===== src/ssp_regs.vh =====
// constants for the synchronous serial port block
`ifndef SSP_REGS_VH
`define SSP_REGS_VH
`define SSP_MODE_SLAVE_SEL   4'h4
`define SSP_MODE_SLAVE_NOSEL 4'h5
`define SSP_MODE_I2C_SL7     4'h6
`define SSP_MODE_I2C_SL10    4'h7
`define SSP_MODE_I2C_MASTER  4'h8
`define SSP_MASK_HI          5
`define SSP_MASK_LO          1
`define SSP_RELOAD_W         7
`define SSP_BYTE_BITS        4'h8
`define SSP_RELOAD_RST       7'h00
`endif


===== src/ssp_baud.v =====
// baud counter for the master bit clock
`timescale 1ns/1ns
module ssp_baud #(
  parameter W = 7
) (
  input  wire         i_clock,
  input  wire         i_arst_n,
  input  wire         i_phase_en,
  input  wire         i_load,
  input  wire         i_auto,
  input  wire [W-1:0] i_reload,
  output reg          o_rollover,
  output reg          o_running
);
  reg [W-1:0] baud_counter_r;
  always @(posedge i_clock or negedge i_arst_n) begin
    if (!i_arst_n) begin
      baud_counter_r <= {W{1'b0}};
      o_rollover     <= 1'b0;
      o_running      <= 1'b0;
    end else begin
      o_rollover <= 1'b0;
      if (i_load) begin
        baud_counter_r <= i_reload;
        o_running      <= 1'b1;
      end else if (o_running && i_phase_en) begin
        if (baud_counter_r != {W{1'b0}}) begin
          baud_counter_r <= baud_counter_r - {{(W-1){1'b0}}, 1'b1};
        end else begin
          o_rollover <= 1'b1;
          if (i_auto) begin
            baud_counter_r <= i_reload;
          end else begin
            o_running <= 1'b0;
          end
        end
      end
    end
  end
endmodule


===== src/ssp_port.v =====
// synchronous serial port: spi slave, i2c address match, master bit clock
`timescale 1ns/1ns
`include "ssp_regs.vh"
module ssp_port #(
  parameter NBITS = 8
) (
  input  wire             i_clock,
  input  wire             i_arst_n,
  input  wire             i_port_enable_bit,
  input  wire [3:0]       i_port_mode,
  input  wire             i_clock_polarity_sel,
  input  wire             i_clock_edge_sel,
  input  wire             i_sdo_is_input,
  input  wire             i_sleep,
  input  wire             i_sck,
  input  wire             i_sdi,
  input  wire             i_ss_n,
  input  wire [NBITS-1:0] i_own_address_or_reload,
  input  wire [4:0]       i_address_mask_field,
  input  wire             i_buf_write,
  input  wire [NBITS-1:0] i_buf_wdata,
  input  wire             i_i2c_addr_valid,
  input  wire [NBITS-1:0] i_i2c_addr_byte,
  input  wire             i_i2c_ten_hi_ok,
  input  wire             i_op_done,
  input  wire             i_irq_clear,
  output reg  [NBITS-1:0] o_shift_data_buffer,
  output reg              o_port_irq_flag,
  output reg              o_wake,
  output reg              o_sdo,
  output reg              o_sdo_oe,
  output reg              o_addr_ack,
  output reg              o_scl,
  output reg              o_bit_clock_run
);
  // ****************************************
  // input synchronisers
  // ****************************************
  reg [2:0] sck_s_r;
  reg [2:0] sdi_s_r;
  reg [2:0] ss_s_r;
  reg       sck_lvl_r;
  reg       ss_lvl_r;
  always @(posedge i_clock or negedge i_arst_n) begin
    if (!i_arst_n) begin
      sck_s_r   <= 3'h0;
      sdi_s_r   <= 3'h0;
      ss_s_r    <= 3'h7;
      sck_lvl_r <= 1'b0;
      ss_lvl_r  <= 1'b1;
    end else begin
      sck_s_r <= {sck_s_r[1:0], i_sck};
      sdi_s_r <= {sdi_s_r[1:0], i_sdi};
      ss_s_r  <= {ss_s_r[1:0], i_ss_n};
      if (sck_s_r[1] == sck_s_r[2]) begin
        sck_lvl_r <= sck_s_r[2];
      end
      if (ss_s_r[1] == ss_s_r[2]) begin
        ss_lvl_r <= ss_s_r[2];
      end
    end
  end

  // ****************************************
  // spi slave
  // ****************************************
  wire spi_mode = (i_port_mode == `SSP_MODE_SLAVE_SEL) ||
                  (i_port_mode == `SSP_MODE_SLAVE_NOSEL);
  wire sel_ctrl = (i_port_mode == `SSP_MODE_SLAVE_SEL);
  wire sck_agree = (sck_s_r[1] == sck_s_r[2]);
  wire sck_rise = sck_agree && sck_s_r[2] && !sck_lvl_r;
  wire sck_fall = sck_agree && !sck_s_r[2] && sck_lvl_r;
  // idle level is polarity; first edge leaves idle
  wire lead_edge = i_clock_polarity_sel ? sck_fall : sck_rise;
  wire trail_edge = i_clock_polarity_sel ? sck_rise : sck_fall;
  // edge select on: sample trailing, shift leading
  wire sample_edge = i_clock_edge_sel ? trail_edge : lead_edge;
  wire shift_edge = i_clock_edge_sel ? lead_edge : trail_edge;
  wire selected = !sel_ctrl || !ss_lvl_r;
  // reset on select high or disable
  wire spi_reset = !i_port_enable_bit || (sel_ctrl && ss_lvl_r);

  reg [3:0]       bit_cnt_r;
  reg [NBITS-1:0] shreg_r;
  reg [NBITS-1:0] tx_r;
  reg             tx_pend_r;
  reg             sample_r;
  wire [3:0]      bit_cnt_inc = bit_cnt_r + 4'h1;
  wire            last_bit = (bit_cnt_inc == `SSP_BYTE_BITS);

  always @(posedge i_clock or negedge i_arst_n) begin
    if (!i_arst_n) begin
      bit_cnt_r <= 4'h0;
      shreg_r   <= {NBITS{1'b0}};
      sample_r  <= 1'b0;
      tx_r      <= {NBITS{1'b0}};
      tx_pend_r <= 1'b0;
    end else begin
      if (i_buf_write) begin
        tx_r      <= i_buf_wdata;
        tx_pend_r <= 1'b1;
      end
      if (spi_reset || !spi_mode) begin
        bit_cnt_r <= 4'h0;
      end else if (selected) begin
        if (sample_edge) begin
          sample_r <= sdi_s_r[2];
        end
        if (sample_edge) begin
          shreg_r <= {shreg_r[NBITS-2:0], sdi_s_r[2]};
          bit_cnt_r <= last_bit ? 4'h0 : bit_cnt_inc;
          if (last_bit) begin
            tx_pend_r <= 1'b0;
          end
        end
      end
    end
  end
  wire spi_done = spi_mode && !spi_reset && selected && sample_edge && last_bit;
  // master operation finished, driven in the bit clock section
  wire mst_done;

  // output bit: msb first, next bit on shift edge
  reg [NBITS-1:0] out_r;
  always @(posedge i_clock or negedge i_arst_n) begin
    if (!i_arst_n) begin
      out_r <= {NBITS{1'b0}};
    end else if (spi_reset || !spi_mode || (bit_cnt_r == 4'h0 && !shift_edge)) begin
      out_r <= tx_r;
    end else if (selected && shift_edge && bit_cnt_r != 4'h0) begin
      out_r <= {out_r[NBITS-2:0], 1'b0};
    end
  end

  always @(posedge i_clock or negedge i_arst_n) begin
    if (!i_arst_n) begin
      o_sdo    <= 1'b0;
      o_sdo_oe <= 1'b0;
    end else begin
      o_sdo <= out_r[NBITS-1];
      // float on select high; not when input
      o_sdo_oe <= spi_mode && i_port_enable_bit && selected && !i_sdo_is_input;
    end
  end

  // ****************************************
  // i2c address match
  // ****************************************
  wire ten_bit = (i_port_mode == `SSP_MODE_I2C_SL10);
  wire i2c_slave = (i_port_mode == `SSP_MODE_I2C_SL7) || ten_bit;
  reg [NBITS-1:0] care;
  integer k;
  always @* begin
    care = {NBITS{1'b1}};
    if (ten_bit) begin
      // mask low pair and bits five to two
      for (k = 2; k <= `SSP_MASK_HI; k = k + 1) begin
        care[k] = !i_address_mask_field[k-1];
      end
      care[1] = !i_address_mask_field[0];
      care[0] = !i_address_mask_field[0];
    end else begin
      // seven-bit mask, bit zero is direction
      for (k = `SSP_MASK_LO; k <= `SSP_MASK_HI; k = k + 1) begin
        care[k] = !i_address_mask_field[k-1];
      end
      care[0] = 1'b0;
    end
  end
  wire addr_eq = (((i_i2c_addr_byte ^ i_own_address_or_reload) & care) == {NBITS{1'b0}});
  // upper two bits checked exactly outside
  wire addr_hit = i2c_slave && i_port_enable_bit && i_i2c_addr_valid && addr_eq &&
                  (!ten_bit || i_i2c_ten_hi_ok);

  // ****************************************
  // buffer and flag
  // ****************************************
  always @(posedge i_clock or negedge i_arst_n) begin
    if (!i_arst_n) begin
      o_shift_data_buffer <= {NBITS{1'b0}};
      o_port_irq_flag     <= 1'b0;
      o_wake              <= 1'b0;
      o_addr_ack          <= 1'b0;
    end else begin
      o_addr_ack <= addr_hit;
      if (addr_hit) begin
        o_shift_data_buffer <= i_i2c_addr_byte;
      end else if (spi_done) begin
        o_shift_data_buffer <= {shreg_r[NBITS-2:0], sdi_s_r[2]};
      end
      // set wins over clear
      if (spi_done || addr_hit || mst_done) begin
        o_port_irq_flag <= 1'b1;
      end else if (i_irq_clear) begin
        o_port_irq_flag <= 1'b0;
      end
      o_wake <= i_sleep && spi_done;
    end
  end

  // ****************************************
  // master bit clock
  // ****************************************
  wire master = i_port_enable_bit && (i_port_mode == `SSP_MODE_I2C_MASTER);
  reg  phase_r;
  reg  run_r;
  wire rollover;
  wire brg_running;
  always @(posedge i_clock or negedge i_arst_n) begin
    if (!i_arst_n) begin
      phase_r <= 1'b0;
    end else begin
      phase_r <= !phase_r;
    end
  end
  wire tick = phase_r && !i_sleep && master;
  wire brg_load = master && i_buf_write;
  assign mst_done = master && run_r && i_op_done;
  always @(posedge i_clock or negedge i_arst_n) begin
    if (!i_arst_n) begin
      run_r           <= 1'b0;
      o_scl           <= 1'b1;
      o_bit_clock_run <= 1'b0;
    end else begin
      if (!master || mst_done) begin
        run_r <= 1'b0;
      end else if (brg_load) begin
        run_r <= 1'b1;
      end
      if (!master) begin
        o_scl <= 1'b1;
      end else if (rollover && run_r && !mst_done) begin
        o_scl <= !o_scl;
      end
      // running from the load edge, stopped on the done edge
      o_bit_clock_run <= brg_load || (master && brg_running && run_r && !mst_done);
    end
  end

  ssp_baud #(
    .W(`SSP_RELOAD_W)
  ) u_baud (
    .i_clock    (i_clock),
    .i_arst_n   (i_arst_n),
    .i_phase_en (tick),
    .i_load     (brg_load),
    .i_auto     (run_r && !mst_done),
    .i_reload   (i_own_address_or_reload[`SSP_RELOAD_W-1:0]),
    .o_rollover (rollover),
    .o_running  (brg_running)
  );
endmodule


===== config.mk =====
export PLATFORM = sky130hd
export DESIGN_NAME = ssp_port
export DESIGN_NICKNAME = d
export VERILOG_FILES = /design/src/ssp_baud.v /design/src/ssp_port.v
export VERILOG_INCLUDE_DIRS = /design/src
export SDC_FILE = /design/constraint.sdc
export NUM_CORES = 1
export LEC_CHECK = 0
export BUFFER_PORTS_ARGS = -buffer_cell sky130_fd_sc_hd__buf_2
export CORE_ASPECT_RATIO = 1.2
export CORE_MARGIN = 1.5
export CORE_UTILIZATION = 35
export CTS_CLUSTER_DIAMETER = 100
export DETAILED_ROUTE_END_ITERATION = 16
export PLACE_DENSITY = 0.64
export SYNTH_ARGS = -nofsm -noshare
export SYNTH_HDL_FRONTEND = slang
export SYNTH_SLANG_ARGS = --single-unit
export TNS_END_PERCENT = 50

===== constraint.sdc =====
create_clock -name i_clock -period 2.5 [get_ports i_clock]
set_clock_uncertainty 0.05 [all_clocks]
set_input_delay 0.125 -clock i_clock [delete_from_list [all_inputs] [get_ports i_clock]]
set_output_delay 0.125 -clock i_clock [all_outputs]
set_load 0.02 [all_outputs]

=== Word-level counts from Yosys, hierarchy flattened ===
Index checks and enable logic that the tools add are counted.

* Register bits: 64
* Bits in latches: 0
* RAM bits: 0
* Bits in read-only memories: 0
* Word-level logic and storage cells: 148
* Memories: 0

* $add $sub $neg: 2
* Multiply operators: 0
* Divide/modulo/power cells: 0
* Magnitude comparators: 0
* Eq/ne operators: 11
* Shift-type cells: 0
* Muxes and demuxes: 30
* Bitwise logic cells: 3
* Reduce and logical (&&, ||, !) cells: 80

{| class="wikitable"
|+ Operators by type and width
! kind !! count
|-
| 1-bit logical AND || 33
|-
| 8-bit 2-to-1 mux || 4
|-
| 7-bit 2-to-1 mux || 4
|-
| 1-bit logical NOT || 20
|-
| 1-bit 2-to-1 mux || 18
|-
| 4-bit by 3-bit == test with 1-bit output (second input constant) || 4
|-
| 4-bit 2-to-1 mux || 4
|-
| 2-bit nonzero test || 7
|-
| 1-bit logical OR || 11
|-
| 8-bit bitwise AND || 1
|-
| 4-bit == test (second input constant) || 2
|-
| 8-bit logical NOT || 1
|-
| 8-bit bitwise XOR || 1
|-
| 7-bit nonzero test || 1
|-
| 7-bit by 1-bit subtractor with 7-bit output (second input constant) || 1
|-
| 3-bit AND reduction || 2
|-
| 4-bit by 1-bit adder with 4-bit output (second input constant) || 1
|-
| 4-bit logical NOT || 1
|-
| 2-bit inequality test (second input constant) || 2
|-
| 2-bit AND reduction || 2
|-
| 4-bit nonzero test || 1
|-
| 3-bit nonzero test || 1
|-
| 1-bit == test || 2
|-
| 2-bit by 1-bit inequality test with 1-bit output (second input constant) || 1
|-
| 1-bit NOT || 1
|}

=== Depth between registers and ports, before layout ===
* Word-level depth: 11
* Mapped depth: 8
* Mapped depth without buffers: 7

=== Hierarchy ===
Synthesis repeated with hierarchy kept, for this count alone.

* Cell total of the unflattened synthesis: 271
* Area total of the unflattened synthesis: 3191.8 µm²

{| class="wikitable"
|+ By module, submodules not included
! module !! times used !! cells an instance !! area an instance (µm²)
|-
| ssp_port || 1 || 206 || 2612.5
|-
| ssp_baud || 1 || 65 || 579.3
|}

=== Worst setup path after synthesis ===
No wires, ideal clock.

* Kind: register to register
* Start point: register bit_cnt_r[0]
* End point: register o_shift_data_buffer[0]
* Setup time: 0.125 ns
* Arrival: 1.764 ns
* Slack: 0.562 ns
* Cell stages (with the launch flop): 6
* Buffers on the path: 0
* Cell sequence: dfrtp_1 > ha_1 > and4bb_2 > o211ai_4 > mux2_2 > mux2_2

* Word-level cells in the longest chain between the ends: 4

{| class="wikitable"
|+ RTL lines
! element !! line !! text
|-
| start, declared || ssp_port.v:83 || <nowiki>reg [3:0] bit_cnt_r;</nowiki>
|-
| start signal, assigned || ssp_port.v:111 || <nowiki>bit_cnt_r <= last_bit ? 4'h0 : bit_cnt_inc;</nowiki>
|-
| 4-bit by 1-bit adder with 4-bit output || ssp_port.v:88 || <nowiki>wire [3:0] bit_cnt_inc = bit_cnt_r + 4'h1;</nowiki>
|-
| 4-bit == test (no line) || n/a ||
|-
| 1-bit logical AND || ssp_port.v:119 || <nowiki>wire spi_done = spi_mode && !spi_reset && selected && sample_edge && last_bit;</nowiki>
|-
| 2-bit nonzero test (no line) || n/a ||
|-
| end signal, assigned || ssp_port.v:180 || <nowiki>o_shift_data_buffer <= {NBITS{1'b0}};</nowiki>
|-
| end signal, assigned || ssp_port.v:187 || <nowiki>o_shift_data_buffer <= i_i2c_addr_byte;</nowiki>
|-
| end signal, assigned || ssp_port.v:189 || <nowiki>o_shift_data_buffer <= {shreg_r[NBITS-2:0], sdi_s_r[2]};</nowiki>
|-
| end, declared || ssp_port.v:27 || <nowiki>output reg [NBITS-1:0] o_shift_data_buffer,</nowiki>
|}

No other way between the ends.
A chain may end at the register's enable or synchronous reset.

=== Final worst setup path ===
* Start point: register bit_cnt_r[1]
* End point: register o_shift_data_buffer[3]

The elaborated chain is that of the path after synthesis.

==> flow_metrics.tcl <==
set metrics [dict create \
    status "completed" \
    synthAdderAreaFrac 0.0280 \
    layout_commonest_cell "buf_2" \
    tightest_slew_ns 0.629 \
    setup_viol 0 \
    grt_start_max_net_pins 39 \
    crit_chain "ha_1 > and4bb_2 > o211ai_4 > mux2_2 > mux2_2" \
    clk_latency_ns 0.33 \
    final_cell_mix "62 x buf_2, 59 x dfrtp_1, 30 x mux2_2" \
    path_clk_slew_ns 0.07 \
    die-area_sq_um 9260 \
    p_leak_nw 1.84 \
    seq_area_frac_synth 0.528 \
    num_rows 37 \
    numPortBuffers 62 \
    ant_nets 0 \
    drive_gt1_frac 0.359 \
    relSlewSlack 0.581 \
    hold_path_class "input port to flip-flop" \
    grt_pass1_wl_microns 10900 \
    io_pins 63 \
    grt_antenna_before_repair 0 \
    end_kind "flip-flop" \
    crit_type "flip-flop to flip-flop" \
    grtUsageTotal 0.154 \
    setup_tns_ns 0 \
    hpwlAfterDp_microns 4640 \
    cp.required_ns 2.67 \
    via_count 2275 \
    fmax_mhz 470 \
    critPathLaunchType "flip-flop" \
    period_minus_slack_ns 2.13 \
    cap_violations 0 \
    routedWlPerCell_microns 13.7 \
    syn2layout_area_growth_pct 29.0 \
    final_core_util 0.461 \
    synthMuxAreaShare 0.164 \
    synth_xor_area_frac 0.0288 \
    numClockSinks 64 \
    crit_path_max_fanout 10 \
    postRouteWirelength_microns 6490 \
    clockBufferDepth 2 \
    grt_pass1_vias 2303 \
    power-per-cell-area_nw_per_um2 620 \
    start_util 0.357 \
    synth_nets 315 \
    cts-root-buf "clkbuf_8" \
    die_x_microns 88.1 \
    power_mw 2.43 \
    initialDrtViolationCount 42 \
    num_antenna_cells 0 \
    finalHoldViolCount 0 \
    synth_area_sq_um 3040 \
    htreeDepth 3 \
    synth_compound_area_frac 0.110 \
    fp.dieH_microns 105 \
    cts_tree "done" \
    hold_slack_ns 0.00556 \
    gp_congestion 0.817 \
    slowest_delay_ns 0.47 \
    cp_slowest_cell "dfrtp_1" \
    fp.coreArea_sq_um 8520 \
    synth_simple_gate_area_frac 0.116 \
    synthArstFlopShare 1.00 \
    avgSynthCellArea_sq_um 11.7 \
    rsz0062_at_grt "false" \
    vdd_drop_max_v 0.000295 \
    yosysUniqueCellTypes 47 \
    ys_ff_latch 64 \
    yosysWarnings 0 \
    viasPerCell 4.80 \
    synth_edf_count 0 \
    synth_top_flop_cell "dfrtp_1" \
    period_share 0.852 \
    dr.pass1.iters 4 \
    slew_viol_final 0 \
    cp_data_arrival_time_ns 2.30 \
    stdcell_area_sq_um 3930 \
    final_nets 406 \
    post-cts-setup-buffers 0 \
    placed_area_sq_um 3530 \
    cts_made_buffers 9 \
    syn_inst 261 \
    path_common_cell "mux2_2" \
    overflow 0 \
    synth_top_family_by_area "multiplexers" \
    drc_errors 0 \
]
-- flip-flops by register name, indices dropped and copies added (netlist names), 3 cells and up --
register and cells:
bit_cnt_r 4, shreg_r 7, out_r 8, u_baud.baud_counter_r 7, o_shift_data_buffer 8, tx_r 8
sck_s_r 3, sdi_s_r 3, ss_s_r 3
-- path summary, 6_finish.rpt --
path | cells after the start | slack (ns) | start | to
worst max register to register | 5 | 0.37 | bit_cnt_r[1] | o_shift_data_buffer[3]
worst min register to register | 0 | 0.30 | sck_s_r[0] | sck_s_r[1]
min in group asynchronous | 2 | 0.30 | i_arst_n | sck_lvl_r
worst min-delay path | 2 | 0.006 | i_i2c_addr_byte[7] | o_shift_data_buffer[7]
max in group asynchronous | 3 | 1.42 | i_arst_n | o_scl
worst max-delay path | 5 | 0.37 | bit_cnt_r[1] | o_shift_data_buffer[3]
-- logic make-up after synthesis --
| kind of cell | Yosys count |
|---|---|
| muxes | 45 |
| buffers and inverters | 20 |
| AOI/OAI and AO/OA | 48 |
| DFF | 64 |
| adders and majority gates | 7 |
| xor gates and xnor gates | 10 |
| and+or+nand+nor | 67 |
-- what timing repair did --
item	4_1_cts	5_1_grt
endpoints found under the hold margin	39	0
resized for setup	0	0
hold buffers	18	0
-- worst max-delay path, delay by kind of cell, from the launching register on --
family	cells	cell delay, ns
compound gates	1	0.36
fa+ha+maj	1	0.23
flops	1	0.47
mux	2	0.64
simple gates	1	0.26
-- per-stage QoR --
step | setup slack [ns] | instances
detailed placement | 0.391 | 440
finish | 0.370 | 474
floorplan | 0.562 | 261
global placement | 0.433 | 440
CTS | 0.369 | 474
global route | 0.204 | 474
-- layer usage --
layer  up-vias  wire, microns  GRT usage  share of wire
met5         -              0          0              0
met4         0             82     0.0513          0.013
met3         8            332     0.0434          0.051
met2        61           3020      0.239           0.47
met1      1106           3050      0.204           0.47
li1       1100              -          -              -
-- cell type report --
| class | instances | area (sq um) |
|---|---|---|
| Sequential cell | 64 | 1610 |
| Fill cell | 827 | 4590 |
| Timing Repair Buffer | 84 | 533 |
| Clock inverter | 6 | 92.6 |
| Inverter | 16 | 60.1 |
| Tap cell | 117 | 146 |
| Multi-Input combinational cell | 177 | 1360 |
| Clock buffer | 10 | 128 |
-- cells in the mapped netlist, types with 2 or more instances --
cell	number	share of area
xor2_1	3	0.0086
mux2i_1	12	0.039
nor4_1	2	0.0041
and3b_1	2	0.0058
o21ai_0	11	0.018
nand2_1	12	0.015
nand3b_1	4	0.0099
xnor2_1	7	0.020
nand2b_1	5	0.010
nand3_1	8	0.013
a21oi_1	16	0.026
nor2_1	22	0.027
o22ai_1	4	0.0082
inv_1	16	0.020
a31oi_1	2	0.0041
and3_1	2	0.0041
clkbuf_1	2	0.0025
a21oi_2	2	0.0058
nor2b_1	2	0.0041
mux2_2	30	0.11
ha_1	6	0.025
nor3_1	4	0.0066
dfstp_2	5	0.043
dfrtp_1	59	0.49
-- report_power, final --
| part | leakage [nW] | switching, mW | internal, mW |
|---|---|---|---|
| combinational | 0.941 | 0.153 | 0.143 |
| clock | 0.103 | 0.419 | 0.567 |
| sequential | 0.796 | 0.0417 | 1.11 |
| total | 1.84 | 0.613 | 1.82 |
No activity file was read; power rests on OpenSTA's default activity.
